$ cat src/logic/ast_pkg.sv
// Package with register map, field positions, reset values and timing constants.
package ast_pkg;

  // ************************************************************
  // Register byte offsets
  // ************************************************************
  localparam logic [7:0] AST_OFS_CTRL    = 8'h00;
  localparam logic [7:0] AST_OFS_STATUS  = 8'h04;
  localparam logic [7:0] AST_OFS_TXDATA  = 8'h08;
  localparam logic [7:0] AST_OFS_RXDATA  = 8'h0c;
  localparam logic [7:0] AST_OFS_DIVISOR = 8'h10;

  // ************************************************************
  // Control field positions
  // ************************************************************
  localparam int AST_CTL_PORT_EN   = 0;
  localparam int AST_CTL_CONTINUOUS_RECEIVE_ENABLE      = 1;
  localparam int AST_CTL_SYNC      = 2;
  localparam int AST_CTL_TRANSMIT_ENABLE      = 3;
  localparam int AST_CTL_TX9       = 4;
  localparam int AST_CTL_TRANSMIT_NINTH_BIT      = 5;
  localparam int AST_CTL_TXINV     = 6;
  localparam int AST_CTL_RX9       = 7;
  localparam int AST_CTL_ADDRESS_FILTER_ENABLE     = 8;
  localparam int AST_CTL_HISPEED   = 9;
  localparam int AST_CTL_WIDE      = 10;
  localparam int AST_CTL_RECEIVE_IRQ_ENABLE      = 11;
  localparam int AST_CTL_TRANSMIT_IRQ_ENABLE      = 12;
  localparam int AST_CTL_PERIPHERAL_IRQ_ENABLE      = 13;
  localparam int AST_CTL_GIE       = 14;
  localparam int AST_CTL_WIDTH     = 15;

  // ************************************************************
  // Status field positions
  // ************************************************************
  localparam int AST_STS_RECEIVE_PENDING_FLAG  = 0;
  localparam int AST_STS_FRAME_ERROR_FLAG  = 1;
  localparam int AST_STS_OVERFLOW_ERROR_FLAG  = 2;
  localparam int AST_STS_RECEIVE_NINTH_BIT  = 3;
  localparam int AST_STS_TRANSMIT_BUFFER_FREE_FLAG  = 4;
  localparam int AST_STS_TRMT  = 5;
  localparam int AST_STS_RXIDL = 6;

  // ************************************************************
  // Reset values and counts
  // ************************************************************
  localparam logic [14:0] AST_CTRL_RST    = 15'h0000;
  localparam logic [15:0] AST_DIVISOR_RST = 16'h0000;
  localparam int          AST_OVERSAMPLE  = 16;
  localparam int          AST_FIFO_DEPTH  = 2;
  localparam logic [1:0]  AST_RESP_OKAY   = 2'b00;
  localparam logic [1:0]  AST_RESP_SLVERR = 2'b10;

endpackage

$ cat src/logic/ast_rx_fifo.sv
// Two-entry receive character memory with registered read data.
`timescale 1ns/1ps
module ast_rx_fifo #(
  parameter int WIDTH = 10,
  parameter int DEPTH = 2
) (
  // Clock and reset
  input  wire logic             aclk,
  input  wire logic             clear,
  // Write side
  input  wire logic             push,
  input  wire logic [WIDTH-1:0] wdata,
  // Read side
  input  wire logic             pop,
  output logic [WIDTH-1:0]      head_q,
  output logic                  not_empty_q,
  output logic                  full_q
);

  // The pointer logic is one bit wide, so only a depth of two can be served.
  if (DEPTH != 2) begin : g_depth_check
    $error("ast_rx_fifo supports a depth of two only");
  end

  logic [WIDTH-1:0] mem_q [DEPTH];
  logic             rd_q;
  logic             wr_q;
  logic [1:0]       cnt_q;
  logic [1:0]       cnt_d;
  logic             do_push;
  logic             do_pop;

  assign do_pop  = pop && (cnt_q != 2'd0);
  assign do_push = push && ((cnt_q != 2'd2) || do_pop);
  assign cnt_d   = cnt_q + {1'b0, do_push} - {1'b0, do_pop};

  always_ff @(posedge aclk) begin
    if (clear) begin
      rd_q  <= 1'b0;
      wr_q  <= 1'b0;
      cnt_q <= 2'd0;
    end else begin
      if (do_push) begin
        mem_q[wr_q] <= wdata;
        wr_q        <= ~wr_q;
      end
      if (do_pop) rd_q <= ~rd_q;
      cnt_q <= cnt_d;
    end
  end

  // Head is registered so that status bits follow the oldest entry a cycle after a change.
  always_ff @(posedge aclk) begin
    if (clear) begin
      head_q      <= '0;
      not_empty_q <= 1'b0;
      full_q      <= 1'b0;
    end else begin
      not_empty_q <= cnt_d != 2'd0;
      full_q      <= cnt_d == 2'd2;
      if (cnt_d == 2'd0) head_q <= '0;
      else if (do_pop) head_q <= (cnt_q == 2'd2) ? mem_q[~rd_q] : wdata;
      else if (cnt_q == 2'd0) head_q <= wdata;
    end
  end

endmodule

$ cat src/logic/ast_uart.sv
// Asynchronous serial transceiver with AXI4-Lite register access.
`timescale 1ns/1ps
// Behaviour
// - Receive line is sampled at sixteen ticks per bit; shifter advances once per bit.
// - A completed character moves at once into a two-entry receive FIFO.
// - Falling edge starts reception; line rechecked at half bit, high aborts silently.
// - After valid start, each bit centre one bit apart, majority voted, shifted in.
// - Stop position sampled one bit later; low marks character with framing error.
// - At the stop bit centre the character is pushed and receive pending rises.
// - Receive pending is high when receiver enabled and FIFO not empty; read-only.
// - Reading receive data returns oldest character and removes it.
// - Each entry keeps its framing bit; status shows the oldest entry.
// - Framing error does not stop reception, interrupt, or need clearing.
// - Port disable resets port and clears frame error; receive disable does not.
// - Third character with FIFO full sets overrun; further characters are refused.
// - Overrun clears on receive disable or port disable.
// - Ninth-bit reception shifts nine bits; ninth-bit status follows oldest entry.
// - Address filter with nine bits keeps only characters whose ninth bit is one.
// - Receiver runs only with receive enable, asynchronous mode and port enable.
// - Setting transmit enable sets the transmit buffer free flag.
// - Configuration first; writing the transmit holding register starts transmission.
// - Transmit ninth bit is loaded before the byte; one marks an address.
// - With the port enabled, transmit invert inverts the whole transmit output, idle included; port disable holds it high.
// - Receive interrupt needs pending, receive, peripheral and global enables all set.
// - Data bits go and come least significant bit first.
// - Frame is low start, eight or nine data bits, high stop; idle high.
// - Held character moves to shift register within one cycle after stop.
// - Buffer free flag is set when transmitter enabled and holding register empty.
module ast_uart
  import ast_pkg::*;
(
  // Clock and reset
  input  wire logic                 aclk,
  input  wire logic                 aresetn,
  // AXI4-Lite write address, data and response
  input  wire logic [7:0]           s_axi_awaddr,
  input  wire logic                 s_axi_awvalid,
  output logic                      s_axi_awready,
  input  wire logic [31:0]          s_axi_wdata,
  input  wire logic [3:0]           s_axi_wstrb,
  input  wire logic                 s_axi_wvalid,
  output logic                      s_axi_wready,
  output logic [1:0]                s_axi_bresp,
  output logic                      s_axi_bvalid,
  input  wire logic                 s_axi_bready,
  // AXI4-Lite read
  input  wire logic [7:0]           s_axi_araddr,
  input  wire logic                 s_axi_arvalid,
  output logic                      s_axi_arready,
  output logic [31:0]               s_axi_rdata,
  output logic [1:0]                s_axi_rresp,
  output logic                      s_axi_rvalid,
  input  wire logic                 s_axi_rready,
  // Serial line
  input  wire logic                 rx_in,
  output logic                      tx_out_q,
  // Interrupt requests
  output logic                      rx_irq_q,
  output logic                      tx_irq_q
);
  import ast_pkg::*;

  // ************************************************************
  // Register state
  // ************************************************************
  logic [AST_CTL_WIDTH-1:0] ctrl_q;
  logic [15:0]              div_q;
  logic                     port_en;
  logic                     rx_run;
  logic                     tx_run;
  logic                     aw_ok_q;
  logic                     w_ok_q;
  logic [7:0]               aw_q;
  logic [31:0]              w_q;
  logic [3:0]               ws_q;

  assign port_en = ctrl_q[AST_CTL_PORT_EN];
  assign rx_run  = port_en && ctrl_q[AST_CTL_CONTINUOUS_RECEIVE_ENABLE] && !ctrl_q[AST_CTL_SYNC];
  assign tx_run  = port_en && ctrl_q[AST_CTL_TRANSMIT_ENABLE] && !ctrl_q[AST_CTL_SYNC];

  // ************************************************************
  // AXI write channel: address and data in either order
  // ************************************************************
  wire wr_fire = aw_ok_q && w_ok_q && !s_axi_bvalid;
  wire wr_ctrl = wr_fire && aw_q == AST_OFS_CTRL;
  wire wr_tx   = wr_fire && aw_q == AST_OFS_TXDATA && ws_q[0];
  wire wr_div  = wr_fire && aw_q == AST_OFS_DIVISOR;
  wire wr_map  = aw_q == AST_OFS_CTRL || aw_q == AST_OFS_TXDATA || aw_q == AST_OFS_DIVISOR;

  function automatic logic [31:0] ast_merge(input logic [31:0] old, input logic [31:0] nw,
                                            input logic [3:0] strb);
    logic [31:0] r;
    r = old;
    for (int i = 0; i < 4; i++) if (strb[i]) r[8*i +: 8] = nw[8*i +: 8];
    return r;
  endfunction

  wire [31:0] ctrl_new = ast_merge({17'h0, ctrl_q}, w_q, ws_q);
  wire [31:0] div_new  = ast_merge({16'h0, div_q}, w_q, ws_q);

  always_ff @(posedge aclk) begin
    if (!aresetn) begin
      aw_ok_q <= 1'b0;
      w_ok_q  <= 1'b0;
      aw_q    <= 8'h00;
      w_q     <= 32'h0;
      ws_q    <= 4'h0;
      s_axi_bvalid <= 1'b0;
      s_axi_bresp  <= AST_RESP_OKAY;
    end else begin
      if (s_axi_awvalid && s_axi_awready) begin
        aw_ok_q <= 1'b1;
        aw_q    <= s_axi_awaddr;
      end
      if (s_axi_wvalid && s_axi_wready) begin
        w_ok_q <= 1'b1;
        w_q    <= s_axi_wdata;
        ws_q   <= s_axi_wstrb;
      end
      if (wr_fire) begin
        aw_ok_q      <= 1'b0;
        w_ok_q       <= 1'b0;
        s_axi_bvalid <= 1'b1;
        s_axi_bresp  <= wr_map ? AST_RESP_OKAY : AST_RESP_SLVERR;
      end else if (s_axi_bvalid && s_axi_bready) s_axi_bvalid <= 1'b0;
    end
  end
  assign s_axi_awready = !aw_ok_q;
  assign s_axi_wready  = !w_ok_q;

  always_ff @(posedge aclk) begin
    if (!aresetn) begin
      ctrl_q <= AST_CTRL_RST;
      div_q  <= AST_DIVISOR_RST;
    end else begin
      if (wr_ctrl) ctrl_q <= ctrl_new[AST_CTL_WIDTH-1:0];
      if (wr_div) div_q <= div_new[15:0];
    end
  end

  // ************************************************************
  // Shared baud tick generator
  // ************************************************************
  // Sixteen ticks per bit; base prescale 16 per bit with wide or high-speed set, 64 per bit with neither.
  logic [15:0] brg_q;
  logic [1:0]  pre_q;
  logic        tick;
  wire  [1:0]  pre_max = ctrl_q[AST_CTL_HISPEED] && ctrl_q[AST_CTL_WIDE] ? 2'd0 :
                         (ctrl_q[AST_CTL_HISPEED] || ctrl_q[AST_CTL_WIDE]) ? 2'd0 : 2'd3;
  wire  [15:0] brg_top = ctrl_q[AST_CTL_WIDE] ? div_q : {8'h00, div_q[7:0]};
  wire         brg_wrap = brg_q == 16'h0;
  assign tick = port_en && brg_wrap && pre_q == 2'd0;

  always_ff @(posedge aclk) begin
    if (!aresetn || !port_en || wr_div) begin
      brg_q <= 16'h0;
      pre_q <= 2'd0;
    end else if (brg_wrap) begin
      brg_q <= brg_top;
      pre_q <= (pre_q == 2'd0) ? pre_max : pre_q - 2'd1;
    end else brg_q <= brg_q - 16'h1;
  end

  // ************************************************************
  // Transmitter
  // ************************************************************
  logic [8:0] thr_q;
  logic       thr_full_q;
  logic [9:0] tsr_q;
  logic [3:0] tx_bits_q;
  logic [3:0] tx_ph_q;
  logic       tsr_busy_q;
  logic       tx_line_q;
  wire        tx_load = tx_run && thr_full_q && !tsr_busy_q;
  wire        tx_bit_end = tsr_busy_q && tick && tx_ph_q == 4'hf;

  always_ff @(posedge aclk) begin
    if (!aresetn || !port_en) begin
      thr_q      <= 9'h0;
      thr_full_q <= 1'b0;
      tsr_q      <= 10'h3ff;
      tx_bits_q  <= 4'h0;
      tx_ph_q    <= 4'h0;
      tsr_busy_q <= 1'b0;
      tx_line_q  <= 1'b1;
      tx_out_q   <= 1'b1;
    end else begin
      if (wr_tx) begin
        thr_q      <= {ctrl_q[AST_CTL_TRANSMIT_NINTH_BIT], w_q[7:0]};
        thr_full_q <= 1'b1;
      end else if (tx_load) thr_full_q <= 1'b0;
      if (tx_load) begin
        // Start bit first, then data least significant bit first, stop bits fill in.
        tsr_q      <= {thr_q, 1'b0};
        tx_bits_q  <= ctrl_q[AST_CTL_TX9] ? 4'd11 : 4'd10;
        tx_ph_q    <= 4'h0;
        tsr_busy_q <= 1'b1;
        tx_line_q  <= 1'b0;
      end else if (tsr_busy_q && tick) begin
        tx_ph_q <= tx_ph_q + 4'h1;
        if (tx_bit_end) begin
          tsr_q     <= {1'b1, tsr_q[9:1]};
          tx_line_q <= (tx_bits_q == 4'd2) ? 1'b1 : tsr_q[1];
          tx_bits_q <= tx_bits_q - 4'h1;
          if (tx_bits_q == 4'd1) tsr_busy_q <= 1'b0;
        end
      end
      tx_out_q <= tx_line_q ^ ctrl_q[AST_CTL_TXINV];
    end
  end

  // ************************************************************
  // Receiver data recovery
  // ************************************************************
  typedef enum logic [3:0] {
    RX_IDLE  = 4'b0001,
    RX_START = 4'b0010,
    RX_DATA  = 4'b0100,
    RX_STOP  = 4'b1000
  } ast_rx_state_type;

  ast_rx_state_type rx_st_q;
  logic [3:0]       rx_ph_q;
  logic [3:0]       rx_cnt_q;
  logic [8:0]       rsr_q;
  logic [2:0]       vote_q;
  logic             rx_prev_q;
  logic             overflow_error_flag_q;
  logic             push;
  logic [9:0]       push_data;

  function automatic logic ast_major(input logic [2:0] s);
    return (s[0] & s[1]) | (s[1] & s[2]) | (s[0] & s[2]);
  endfunction

  wire nine      = ctrl_q[AST_CTL_RX9];
  wire rx_center = tick && rx_ph_q == 4'h7;
  // Two samples just before the centre plus the centre itself; none reaches the next bit.
  wire rx_vote   = tick && (rx_ph_q == 4'h5 || rx_ph_q == 4'h6);
  wire bit_val   = ast_major({vote_q[1:0], rx_in});
  wire stop_done = rx_st_q == RX_STOP && rx_center;
  always_ff @(posedge aclk) begin
    if (!aresetn || !rx_run) begin
      rx_st_q   <= RX_IDLE;
      rx_ph_q   <= 4'h0;
      rx_cnt_q  <= 4'h0;
      rsr_q     <= 9'h0;
      vote_q    <= 3'h7;
      rx_prev_q <= 1'b1;
    end else begin
      rx_prev_q <= rx_in;
      if (rx_vote) vote_q <= {vote_q[1:0], rx_in};
      if (tick) rx_ph_q <= rx_ph_q + 4'h1;
      unique case (rx_st_q)
        RX_IDLE: begin
          rx_ph_q <= 4'h0;
          if (rx_prev_q && !rx_in) rx_st_q <= RX_START;
        end
        RX_START: if (rx_center) begin
          rx_ph_q <= 4'h8;
          if (rx_in) rx_st_q <= RX_IDLE;
          else begin
            rx_st_q  <= RX_DATA;
            rx_cnt_q <= nine ? 4'd9 : 4'd8;
          end
        end
        RX_DATA: if (rx_center) begin
          // Arrives least significant bit first; shifting right lands it in order.
          rsr_q    <= nine ? {bit_val, rsr_q[8:1]} : {1'b0, bit_val, rsr_q[7:1]};
          rx_cnt_q <= rx_cnt_q - 4'h1;
          if (rx_cnt_q == 4'd1) rx_st_q <= RX_STOP;
        end
        RX_STOP: if (rx_center) rx_st_q <= RX_IDLE;
      endcase
    end
  end

  // Stop sampled at its centre; framing error bit rides with the character.
  wire filt_ok = !(ctrl_q[AST_CTL_ADDRESS_FILTER_ENABLE] && nine) || rsr_q[8];
  wire fifo_full;
  assign push      = stop_done && filt_ok && !overflow_error_flag_q && !fifo_full;
  assign push_data = {!bit_val, rsr_q};

  // ************************************************************
  // Receive FIFO and overrun
  // ************************************************************
  logic [9:0] head;
  logic       not_empty;
  wire        rd_rx = s_axi_arvalid && s_axi_arready && s_axi_araddr == AST_OFS_RXDATA;

  ast_rx_fifo #(.WIDTH(10), .DEPTH(AST_FIFO_DEPTH)) u_fifo (
    .aclk        (aclk),
    .clear       (!aresetn || !port_en),
    .push        (push),
    .wdata       (push_data),
    .pop         (rd_rx),
    .head_q      (head),
    .not_empty_q (not_empty),
    .full_q      (fifo_full)
  );

  always_ff @(posedge aclk) begin
    if (!aresetn || !rx_run) overflow_error_flag_q <= 1'b0;
    else if (stop_done && filt_ok && fifo_full) overflow_error_flag_q <= 1'b1;
  end

  // ************************************************************
  // Flags and interrupts
  // ************************************************************
  wire receive_pending_flag = rx_run && not_empty;
  wire transmit_buffer_free_flag = tx_run && !thr_full_q;

  always_ff @(posedge aclk) begin
    if (!aresetn) begin
      rx_irq_q <= 1'b0;
      tx_irq_q <= 1'b0;
    end else begin
      rx_irq_q <= receive_pending_flag && ctrl_q[AST_CTL_RECEIVE_IRQ_ENABLE] && ctrl_q[AST_CTL_PERIPHERAL_IRQ_ENABLE]
                  && ctrl_q[AST_CTL_GIE];
      tx_irq_q <= transmit_buffer_free_flag && ctrl_q[AST_CTL_TRANSMIT_IRQ_ENABLE] && ctrl_q[AST_CTL_PERIPHERAL_IRQ_ENABLE] && ctrl_q[AST_CTL_GIE];
    end
  end

  // ************************************************************
  // AXI read channel
  // ************************************************************
  logic [6:0] sts;
  assign sts = {rx_st_q == RX_IDLE, !tsr_busy_q, transmit_buffer_free_flag, head[8], overflow_error_flag_q, head[9], receive_pending_flag};

  always_ff @(posedge aclk) begin
    if (!aresetn) begin
      s_axi_rvalid <= 1'b0;
      s_axi_rdata  <= 32'h0;
      s_axi_rresp  <= AST_RESP_OKAY;
    end else if (s_axi_arvalid && s_axi_arready) begin
      s_axi_rvalid <= 1'b1;
      s_axi_rresp  <= AST_RESP_OKAY;
      unique case (s_axi_araddr)
        AST_OFS_CTRL:    s_axi_rdata <= {17'h0, ctrl_q};
        AST_OFS_STATUS:  s_axi_rdata <= {25'h0, sts};
        AST_OFS_TXDATA:  s_axi_rdata <= {23'h0, thr_q};
        AST_OFS_RXDATA:  s_axi_rdata <= {24'h0, head[7:0]};
        AST_OFS_DIVISOR: s_axi_rdata <= {16'h0, div_q};
        default: begin
          s_axi_rdata <= 32'h0;
          s_axi_rresp <= AST_RESP_SLVERR;
        end
      endcase
    end else if (s_axi_rready) s_axi_rvalid <= 1'b0;
  end
  assign s_axi_arready = !s_axi_rvalid;

  // ************************************************************
  // Checks
  // ************************************************************
  property p_receive_pending_flag_follows;
    @(posedge aclk) disable iff (!aresetn)
      sts[AST_STS_RECEIVE_PENDING_FLAG] == (rx_run && u_fifo.cnt_q != 2'd0);
  endproperty
  a_receive_pending_flag_follows: assert property (p_receive_pending_flag_follows) else $error("pending high while off");

  property p_transmit_buffer_free_flag_on_enable;
    @(posedge aclk) disable iff (!aresetn)
      $rose(tx_run) && !thr_full_q |-> transmit_buffer_free_flag;
  endproperty
  a_transmit_buffer_free_flag_on_enable: assert property (p_transmit_buffer_free_flag_on_enable) else $error("buffer free missing");

  property p_overflow_error_flag_blocks;
    @(posedge aclk) disable iff (!aresetn) overflow_error_flag_q |=> u_fifo.cnt_q <= $past(u_fifo.cnt_q);
  endproperty
  a_overflow_error_flag_blocks: assert property (p_overflow_error_flag_blocks) else $error("push during overrun");

  property p_irq_gate;
    @(posedge aclk) disable iff (!aresetn)
      rx_irq_q |-> $past(receive_pending_flag) && $past(ctrl_q[AST_CTL_GIE]);
  endproperty
  a_irq_gate: assert property (p_irq_gate) else $error("interrupt without enables");

  property p_idle_line;
    @(posedge aclk) disable iff (!aresetn)
      !tsr_busy_q && !$past(tsr_busy_q) ##1 !tsr_busy_q |-> tx_out_q == !ctrl_q[AST_CTL_TXINV]
        || $changed(ctrl_q);
  endproperty
  a_idle_line: assert property (p_idle_line) else $error("idle level wrong");

  property p_start_abort;
    @(posedge aclk) disable iff (!aresetn)
      rx_st_q == RX_START && rx_center && rx_in && rx_run |=> rx_st_q == RX_IDLE;
  endproperty
  a_start_abort: assert property (p_start_abort) else $error("false start kept");

  property p_filter;
    @(posedge aclk) disable iff (!aresetn)
      push && ctrl_q[AST_CTL_ADDRESS_FILTER_ENABLE] && nine |-> rsr_q[8];
  endproperty
  a_filter: assert property (p_filter) else $error("non-address kept");

  property p_load_fast;
    @(posedge aclk) disable iff (!aresetn)
      tx_run && thr_full_q && !tsr_busy_q && !wr_tx |=> !thr_full_q && tsr_busy_q;
  endproperty
  a_load_fast: assert property (p_load_fast) else $error("held char not loaded");

endmodule

$ cat config.mk
export PLATFORM = sky130hd
export DESIGN_NAME = ast_uart
export DESIGN_NICKNAME = d
export VERILOG_FILES = /design/src/logic/ast_pkg.sv /design/src/logic/ast_rx_fifo.sv /design/src/logic/ast_uart.sv
export SDC_FILE = /design/constraint.sdc
export NUM_CORES = 1
export LEC_CHECK = 0
export BUFFER_PORTS_ARGS = -buffer_cell sky130_fd_sc_hd__buf_4
export CAP_MARGIN = 20
export CELL_PAD_IN_SITES_DETAIL_PLACEMENT = 1
export CELL_PAD_IN_SITES_GLOBAL_PLACEMENT = 1
export CORE_MARGIN = 10
export CORE_UTILIZATION = 30
export CTS_BUF_LIST = sky130_fd_sc_hd__clkbuf_4
export DETAILED_ROUTE_END_ITERATION = 16
export PLACE_DENSITY_LB_ADDON = 0.1
export SYNTH_ARGS = -nofsm -noshare
export SYNTH_HDL_FRONTEND = slang
export SYNTH_SLANG_ARGS = --single-unit
$ cat constraint.sdc
create_clock -name aclk -period 4.7 [get_ports aclk]
set_input_delay 0.235 -clock aclk [delete_from_list [all_inputs] [get_ports aclk]]
set_output_delay 0.235 -clock aclk [all_outputs]
set_load 0.01 [all_outputs]
# --- Word level (Yosys, flattened, before mapping) ---
# Memory sizes are Yosys's and may differ from the RTL's.
# Index checks and enable logic that the tools add are counted.
classes:
  addsub: 8
  multipliers: 0
  div_mod_pow: 0
  n_lt_le_gt_ge: 0
  eq_ne: 26
  shifts: 0
  n_mux: 51
  bitwise: 9
  reduce_logical: 94
op_table:
  columns: ["op", "n"]
  rows:
  - ["$pmux 16 s5", 1]
  - ["$mux 10", 6]
  - ["$mux 4", 13]
  - ["$logic_and 1x1->1", 41]
  - ["$mux 16", 2]
  - ["$eq 8x4->1 const B", 3]
  - ["$reduce_bool 2->1", 10]
  - ["$mux 1", 19]
  - ["$eq 4x3->1 const B", 4]
  - ["$eq 8x5->1 const B", 2]
  - ["$logic_not 16->1", 1]
  - ["$logic_not 8->1", 2]
  - ["$pmux 4 s2", 2]
  - ["$pmux 4 s4", 1]
  - ["$sub 16x1->16 const B", 1]
  - ["$logic_not 1->1", 15]
  - ["$eq 4x1->1 const B", 3]
  - ["$ne 2x2->1 const B", 6]
  - ["$reduce_and 2->1", 6]
  - ["$mux 2", 5]
  - ["$logic_or 1x1->1", 9]
  - ["$mux 9", 1]
  - ["$add 4x1->4 const B", 2]
  - ["$eq 4x2->1 const B", 2]
  - ["other kinds (19)", 31]
word_totals:
  regBits: 189
  latchBits: 0
  ramBits: 20
  rom_bits: 0
  input_bits: 60
  out_inout_bits: 44
  wordCells: 228
  mem_count: 1
memory_table:
  columns: ["name", "depth", "word_bits", "rd", "rd_clocked_by_memory_dff", "write_ports", "line", "rtl"]
  rows:
  - ["u_fifo.mem_q", 2, 10, 1, 0, 1, "ast_rx_fifo.sv:25", "logic [WIDTH-1:0] mem_q [DEPTH];"]

# --- Logic depth before layout (Yosys ltp) ---
depth:
  ltp_word: 13
  mapped_depth: 10
  ltp_nobuf: 8

# --- By module ---
# Synthesis repeated with hierarchy kept, for this count alone.
hier_totals:
  hier_cells: 963
  area_unflattened_um2: 8603.3
modules_own_cells:
  columns: ["mod", "instances", "cells_each", "area_per_inst_um2", "seq_area_each_um2"]
  rows:
  - ["ast_uart", 1, 826, 7060.5, 3083.0]
  - ["ast_rx_fifo", 1, 137, 1542.7, 920.9]

# --- Worst setup path after synthesis ---
# No wires, ideal clock.
synth_timing:
  kind: "reg-to-reg"
  from: "register rx_st_q[1]"
  to: "memory u_fifo.mem_q[0][0], enable pin"
  setup_ns: 0.392
  arrival_ns: 2.579
  t_required_ns: 4.308
  slack_ns: 1.729
  stages_incl_launch_ff: 7
  path_buffers: 1
  period_less_slack_ns: 2.971
  path_cell_list: "dfxtp_1 -> buf_2 -> or4b_2 -> or4_1 -> nor2_1 -> o211a_1 -> nor3b_1"
synth_between:
  elab_chain_cells: 9
synth_rtl:
  columns: ["item", "line", "rtl"]
  rows:
  - ["from (decl)", "ast_uart.sv:222", "ast_rx_state_type rx_st_q;"]
  - ["from (signal assigned)", "ast_uart.sv:244", "rx_st_q <= RX_IDLE;"]
  - ["from (signal assigned)", "ast_uart.sv:257", "if (rx_prev_q && !rx_in) rx_st_q <= RX_START;"]
  - ["from (signal assigned)", "ast_uart.sv:261", "if (rx_in) rx_st_q <= RX_IDLE;"]
  - ["$eq 4x4->1", "ast_uart.sv:241", "wire stop_done = rx_st_q == RX_STOP && rx_center;"]
  - ["$logic_and 1x1->1", "ast_uart.sv:241", null]
  - ["$logic_and 1x1->1 (3 in series)", "ast_uart.sv:281", "assign push = stop_done && filt_ok && !overflow_error_flag_q && !fifo_full;"]
  - ["$logic_and 1x1->1", "ast_rx_fifo.sv:34", "assign do_push = push && ((cnt_q != 2'd2) || do_pop);"]
  - ["$mux 1", "ast_rx_fifo.sv:43", "if (do_push) begin"]
  - ["$mux 1", "ast_rx_fifo.sv:38", "if (clear) begin"]
  - ["$mux 1 (not written as such)", "ast_rx_fifo.sv:44", "mem_q[wr_q] <= wdata;"]
  - ["to (decl)", "ast_rx_fifo.sv:25", null]
# No other way between the ends.

# --- Worst setup path after layout ---
layout_timing:
  from: "register brg_q[0]"
  to: "register tsr_q[1]"
layout_between:
  elab_chain_cells: 7
  elab_cells_between_ends: 8
  classes_between: "reduce/logical (8)"
layout_rtl:
  columns: ["item", "line", "rtl"]
  rows:
  - ["from (decl)", "ast_uart.sv:145", "logic [15:0] brg_q;"]
  - ["from (signal assigned)", "ast_uart.sv:159", "brg_q <= brg_top;"]
  - ["from (signal assigned)", "ast_uart.sv:161", "end else brg_q <= brg_q - 16'h1;"]
  - ["$logic_not 16->1 (*)", "ast_uart.sv:151", "wire brg_wrap = brg_q == 16'h0;"]
  - ["$logic_and 1x1->1 (*) (2 in series)", "ast_uart.sv:152", "assign tick = port_en && brg_wrap && pre_q == 2'd0;"]
  - ["$logic_and 1x1->1 (*)", "ast_uart.sv:175, ast_uart.sv:199", null]
  - ["$logic_and 1x1->1", "ast_uart.sv:175", "wire tx_bit_end = tsr_busy_q && tick && tx_ph_q == 4'hf;"]
  - ["$reduce_bool 2->1 (no source line)", null, null]
  - ["$reduce_and 2->1 (no source line) (*)", null, null]
  - ["to (signal assigned)", "ast_uart.sv:194", "tsr_q <= {thr_q, 1'b0};"]
  - ["to (signal assigned)", "ast_uart.sv:202", "tsr_q <= {1'b1, tsr_q[9:1]};"]
  - ["to (decl)", "ast_uart.sv:169", "logic [9:0] tsr_q;"]
# Every way passes the cells marked *; elsewhere a longest branch is shown, timed or not.
# A chain may end at the register's enable or synchronous reset.

==> metrics.md <==
| Metric | Value |
|---|---|
| Hold Buf Count CTS | 34 |
| CP Class | flip-flop to flip-flop |
| Area contributors post-synth | dfxtp_1 (40%), mux2i_1 (9.4%), edfxtp_1 (7.1%) |
| Initial antenna violation count | 2 |
| DR WL met2 | 11,500 um |
| Post-CTS Setup Bufs | 0 |
| Warnings from Yosys | 0 |
| Slew @ Worst Pin | 0.983 ns |
| Post-DP HPWL | 18,700 um |
| Simple-gate portion of the synthesized area | 0.203 |
| Req. time, crit path | 5.15 ns |
| Status | complete, no violations |
| Final WL | 25,300 um |
| Fraction of layout cells with a size suffix above 1 | 0.152 |
| Met1 wire length | 12,400 um |
| Async SR Flop Fraction | 0 |
| Cell variety after synth | 65 |
| Seq cells post-synth | 190 |
| Syn_area_per_cell | 9.28 um2 |
| Reg2Reg Capture Point | tsr_q[1] |
| Clock skew | 0.0452 ns |
| Crit path capture | tsr_q[1] |
| IR Drop Worst-Case VDD | 128 uV |
| Filler cell count | 3,242 |
| CTS tree | yes |
| Worst skew pair latency | 0.60 ns |
| Total Power | 2.75 mW |
| Area leader, netlist | dfxtp_1 |
| CTS sink count | 190 |
| Gp weighted congestion | 0.773 |
| IO Count | 104 |
| H-tree depth | 4 |
| RSZ-0062 raised after global routing | no |
| Global route overflow | 0 |
| Clock power frac | 0.329 |
| Final ANT Viol Nets | 0 |
| RR Startpoint | brg_q[0] |
| Routed vias | 6,748 |
| Most frequent cells in the layout | dfxtp_1 (170), nor2_1 (105), nand2_1 (97) |
| Net switching power | 761 uW |
| Mux contribution to synthesized area | 0.118 |
| Ys flop type | dfxtp_1 |
| Nets@finish | 1,069 |
| Reg power frac | 0.610 |
| Reg2reg path depth | 8 |
| Final Critical Period | 2.96 ns |
| Crit path from | brg_q[0] |
| Num CTS Buffers | 17 |
| Post-route DRC violation count | 0 |
| DR top layer | met5 |
| Vias in the first global route | 6,966 |
| Lkg Pwr | 3.97 nW |
| Root Buffer | clkbuf_4 |
| Post-Synth XOR/XNOR Area | 0.0259 |
| Setup slack, reg-to-reg | 1.74 ns |
| Die Y | 188 um |
| Wire per inst | 18.2 um |
| FP Rows | 61 |
| Total track usage | 0.143 |
| Min-delay worst type | input port to flip-flop |
| # port buffers | 67 |
| Clock transition at path regs | 0.17 ns |
| Die X | 188 um |
| Max Slew Vio Count | 0 |
| Setup violations, final | 0 |
| Initial Util | 0.304 |
| Crit path max fanout | 19 |
| First-pass GRT wire length | 40,400 um |
| Max cap viols | 0 |
| Post-synth EDFFs | 20 |
| Internal power | 1.99 mW |
| Drt first pass iters | 5 |
| Slew HR | 0.343 |
| Post-synth top area share | 0.403 |
| Synth Area in Adders | 0.0190 |
| Total negative slack | 0 ns |
| Die area | 35,300 um2 |
| CTS max path bufs | 2 |
| Sequential-to-total area share from yosys stat | 0.474 |
| Logic pwr share | 0.061 |
| Crit share post-route | 0.629 |
| Switching Share | 0.277 |
| Synth Instances | 910 |
| Most common cell after layout, fill and taps aside | dfxtp_1 |
| Crit end category | flip-flop |
| Compound-cell area share of the yosys netlist | 0.114 |
| Peak Freq | 338 MHz |
| Crit path launch type | flip-flop |
| Final Hold Fails | 0 |
| Syn Std Cell Area | 8450 um2 |
| Core area | 27,800 um2 |
| DR vias/cell | 4.86 |
| Largest net degree at the start of global routing | 48 |
| Post-cts sizing count | 0 |
| Layout area overhead | 17.4% |
| Data arrival, critical path | 3.41 ns |
| Metal3 WL | 939 um |
| Largest family of logic cells by synthesized area | simple AND/OR/NAND/NOR gates |
| DR iter-0 viols | 306 |
| Pwr per Cell Area | 278 nW/um2 |
metal layers:
layer  vias up  track usage
li1       3364            -
met1      3267        0.193
met2        94        0.229
met3        21       0.0308
met4         2       0.0351
met5         -            0
through the flow:
| step | instances | hold WS, ns | setup WS (ns) | instance area, um2 | utilization |
|---|---|---|---|---|---|
| after CTS | 1388 | 0.0670 | 1.70 | 9910 | 0.357 |
| after global placement | 1322 | 0.421 | 1.61 | 9280 | 0.334 |
| after detailed placement | 1322 | 0.426 | 1.61 | 9280 | 0.334 |
| final | 1389 | 0.128 | 1.74 | 9910 | 0.357 |
| after global routing | 1389 | 0.106 | 1.50 | 9910 | 0.357 |
| after floorplan | 927 | 0.335 | 1.73 | 8510 | - |
cells in the mapped netlist (all sizes together) (11+ instances only):
master and count:
clkbuf 36, buf 27, ha 12, xnor2 17, a22oi 11, mux2i 79
nor3 37, nand3 23, mux2 18, dfxtp 170, edfxtp 20, o21ai 37
a21oi 63, a211oi 15, inv 20, nand2 97, nor2 105
sequential cells by signal, summed over array words and instances (netlist names), 8 cells and up:
name           count
tsr_q              9
w_q               16
aw_q               8
u_fifo.head_q     10
div_q             16
ctrl_q            15
rsr_q              9
u_fifo.mem_q      20
brg_q             16
thr_q              9
s_axi_rdata       16
cells by family after synthesis:
family	Yosys count
AND/OR/NAND/NOR	343
flip-flops	190
AO/OA/AOI/OAI	158
multiplexers	97
buffers and inverters	83
XOR/XNOR	25
adder cells (fa/ha/maj)	13
other	1
power groups by stage:
stage / sequential, mW / combinational, mW / clock [mW]
global placement: 1.71 / 0.146 / 0
finish: 1.68 / 0.167 / 0.906
floorplan: 1.71 / 0.0873 / 0
CTS: 1.68 / 0.169 / 0.957
detailed placement: 1.71 / 0.146 / 0
global route: 1.68 / 0.187 / 1.01
worst max-delay path: stages, from the launching register on:
cell     delay (ns)
dfxtp_1        0.40
inv_1          0.10
ha_1           0.14
nor4b_2        0.30
nand4_2        0.56
buf_4          0.43
or3_1          0.60
o22ai_1        0.19
o21ai_0        0.11
worst min-delay path by stage:
stage                           to  slack [ns]            start  depth (start not counted)
finish              s_axi_rresp[1]        0.13  s_axi_araddr[3]                          3
global route        s_axi_rdata[6]        0.11  s_axi_araddr[0]                          4
CTS                 s_axi_rresp[1]        0.07  s_axi_araddr[3]                          3
detailed placement    s_axi_rvalid        0.43     s_axi_rready                          2
global placement      s_axi_rvalid        0.42     s_axi_rready                          2
floorplan             s_axi_rvalid        0.34     s_axi_rready                          1
cell type report:
cell class                      count  area, um2  share of cell area
Multi-Input combinational cell    654       4130               0.416
Sequential cell                   190       4000               0.404
Timing Repair Buffer              114        941              0.0949
Tap cell                          378        473              0.0477
Clock inverter                     13        149              0.0150
Clock buffer                       19        143              0.0144
Inverter                           20       75.1             0.00757
Antenna cell                        1       2.50            0.000252
No activity file was read; power rests on OpenSTA's default activity.
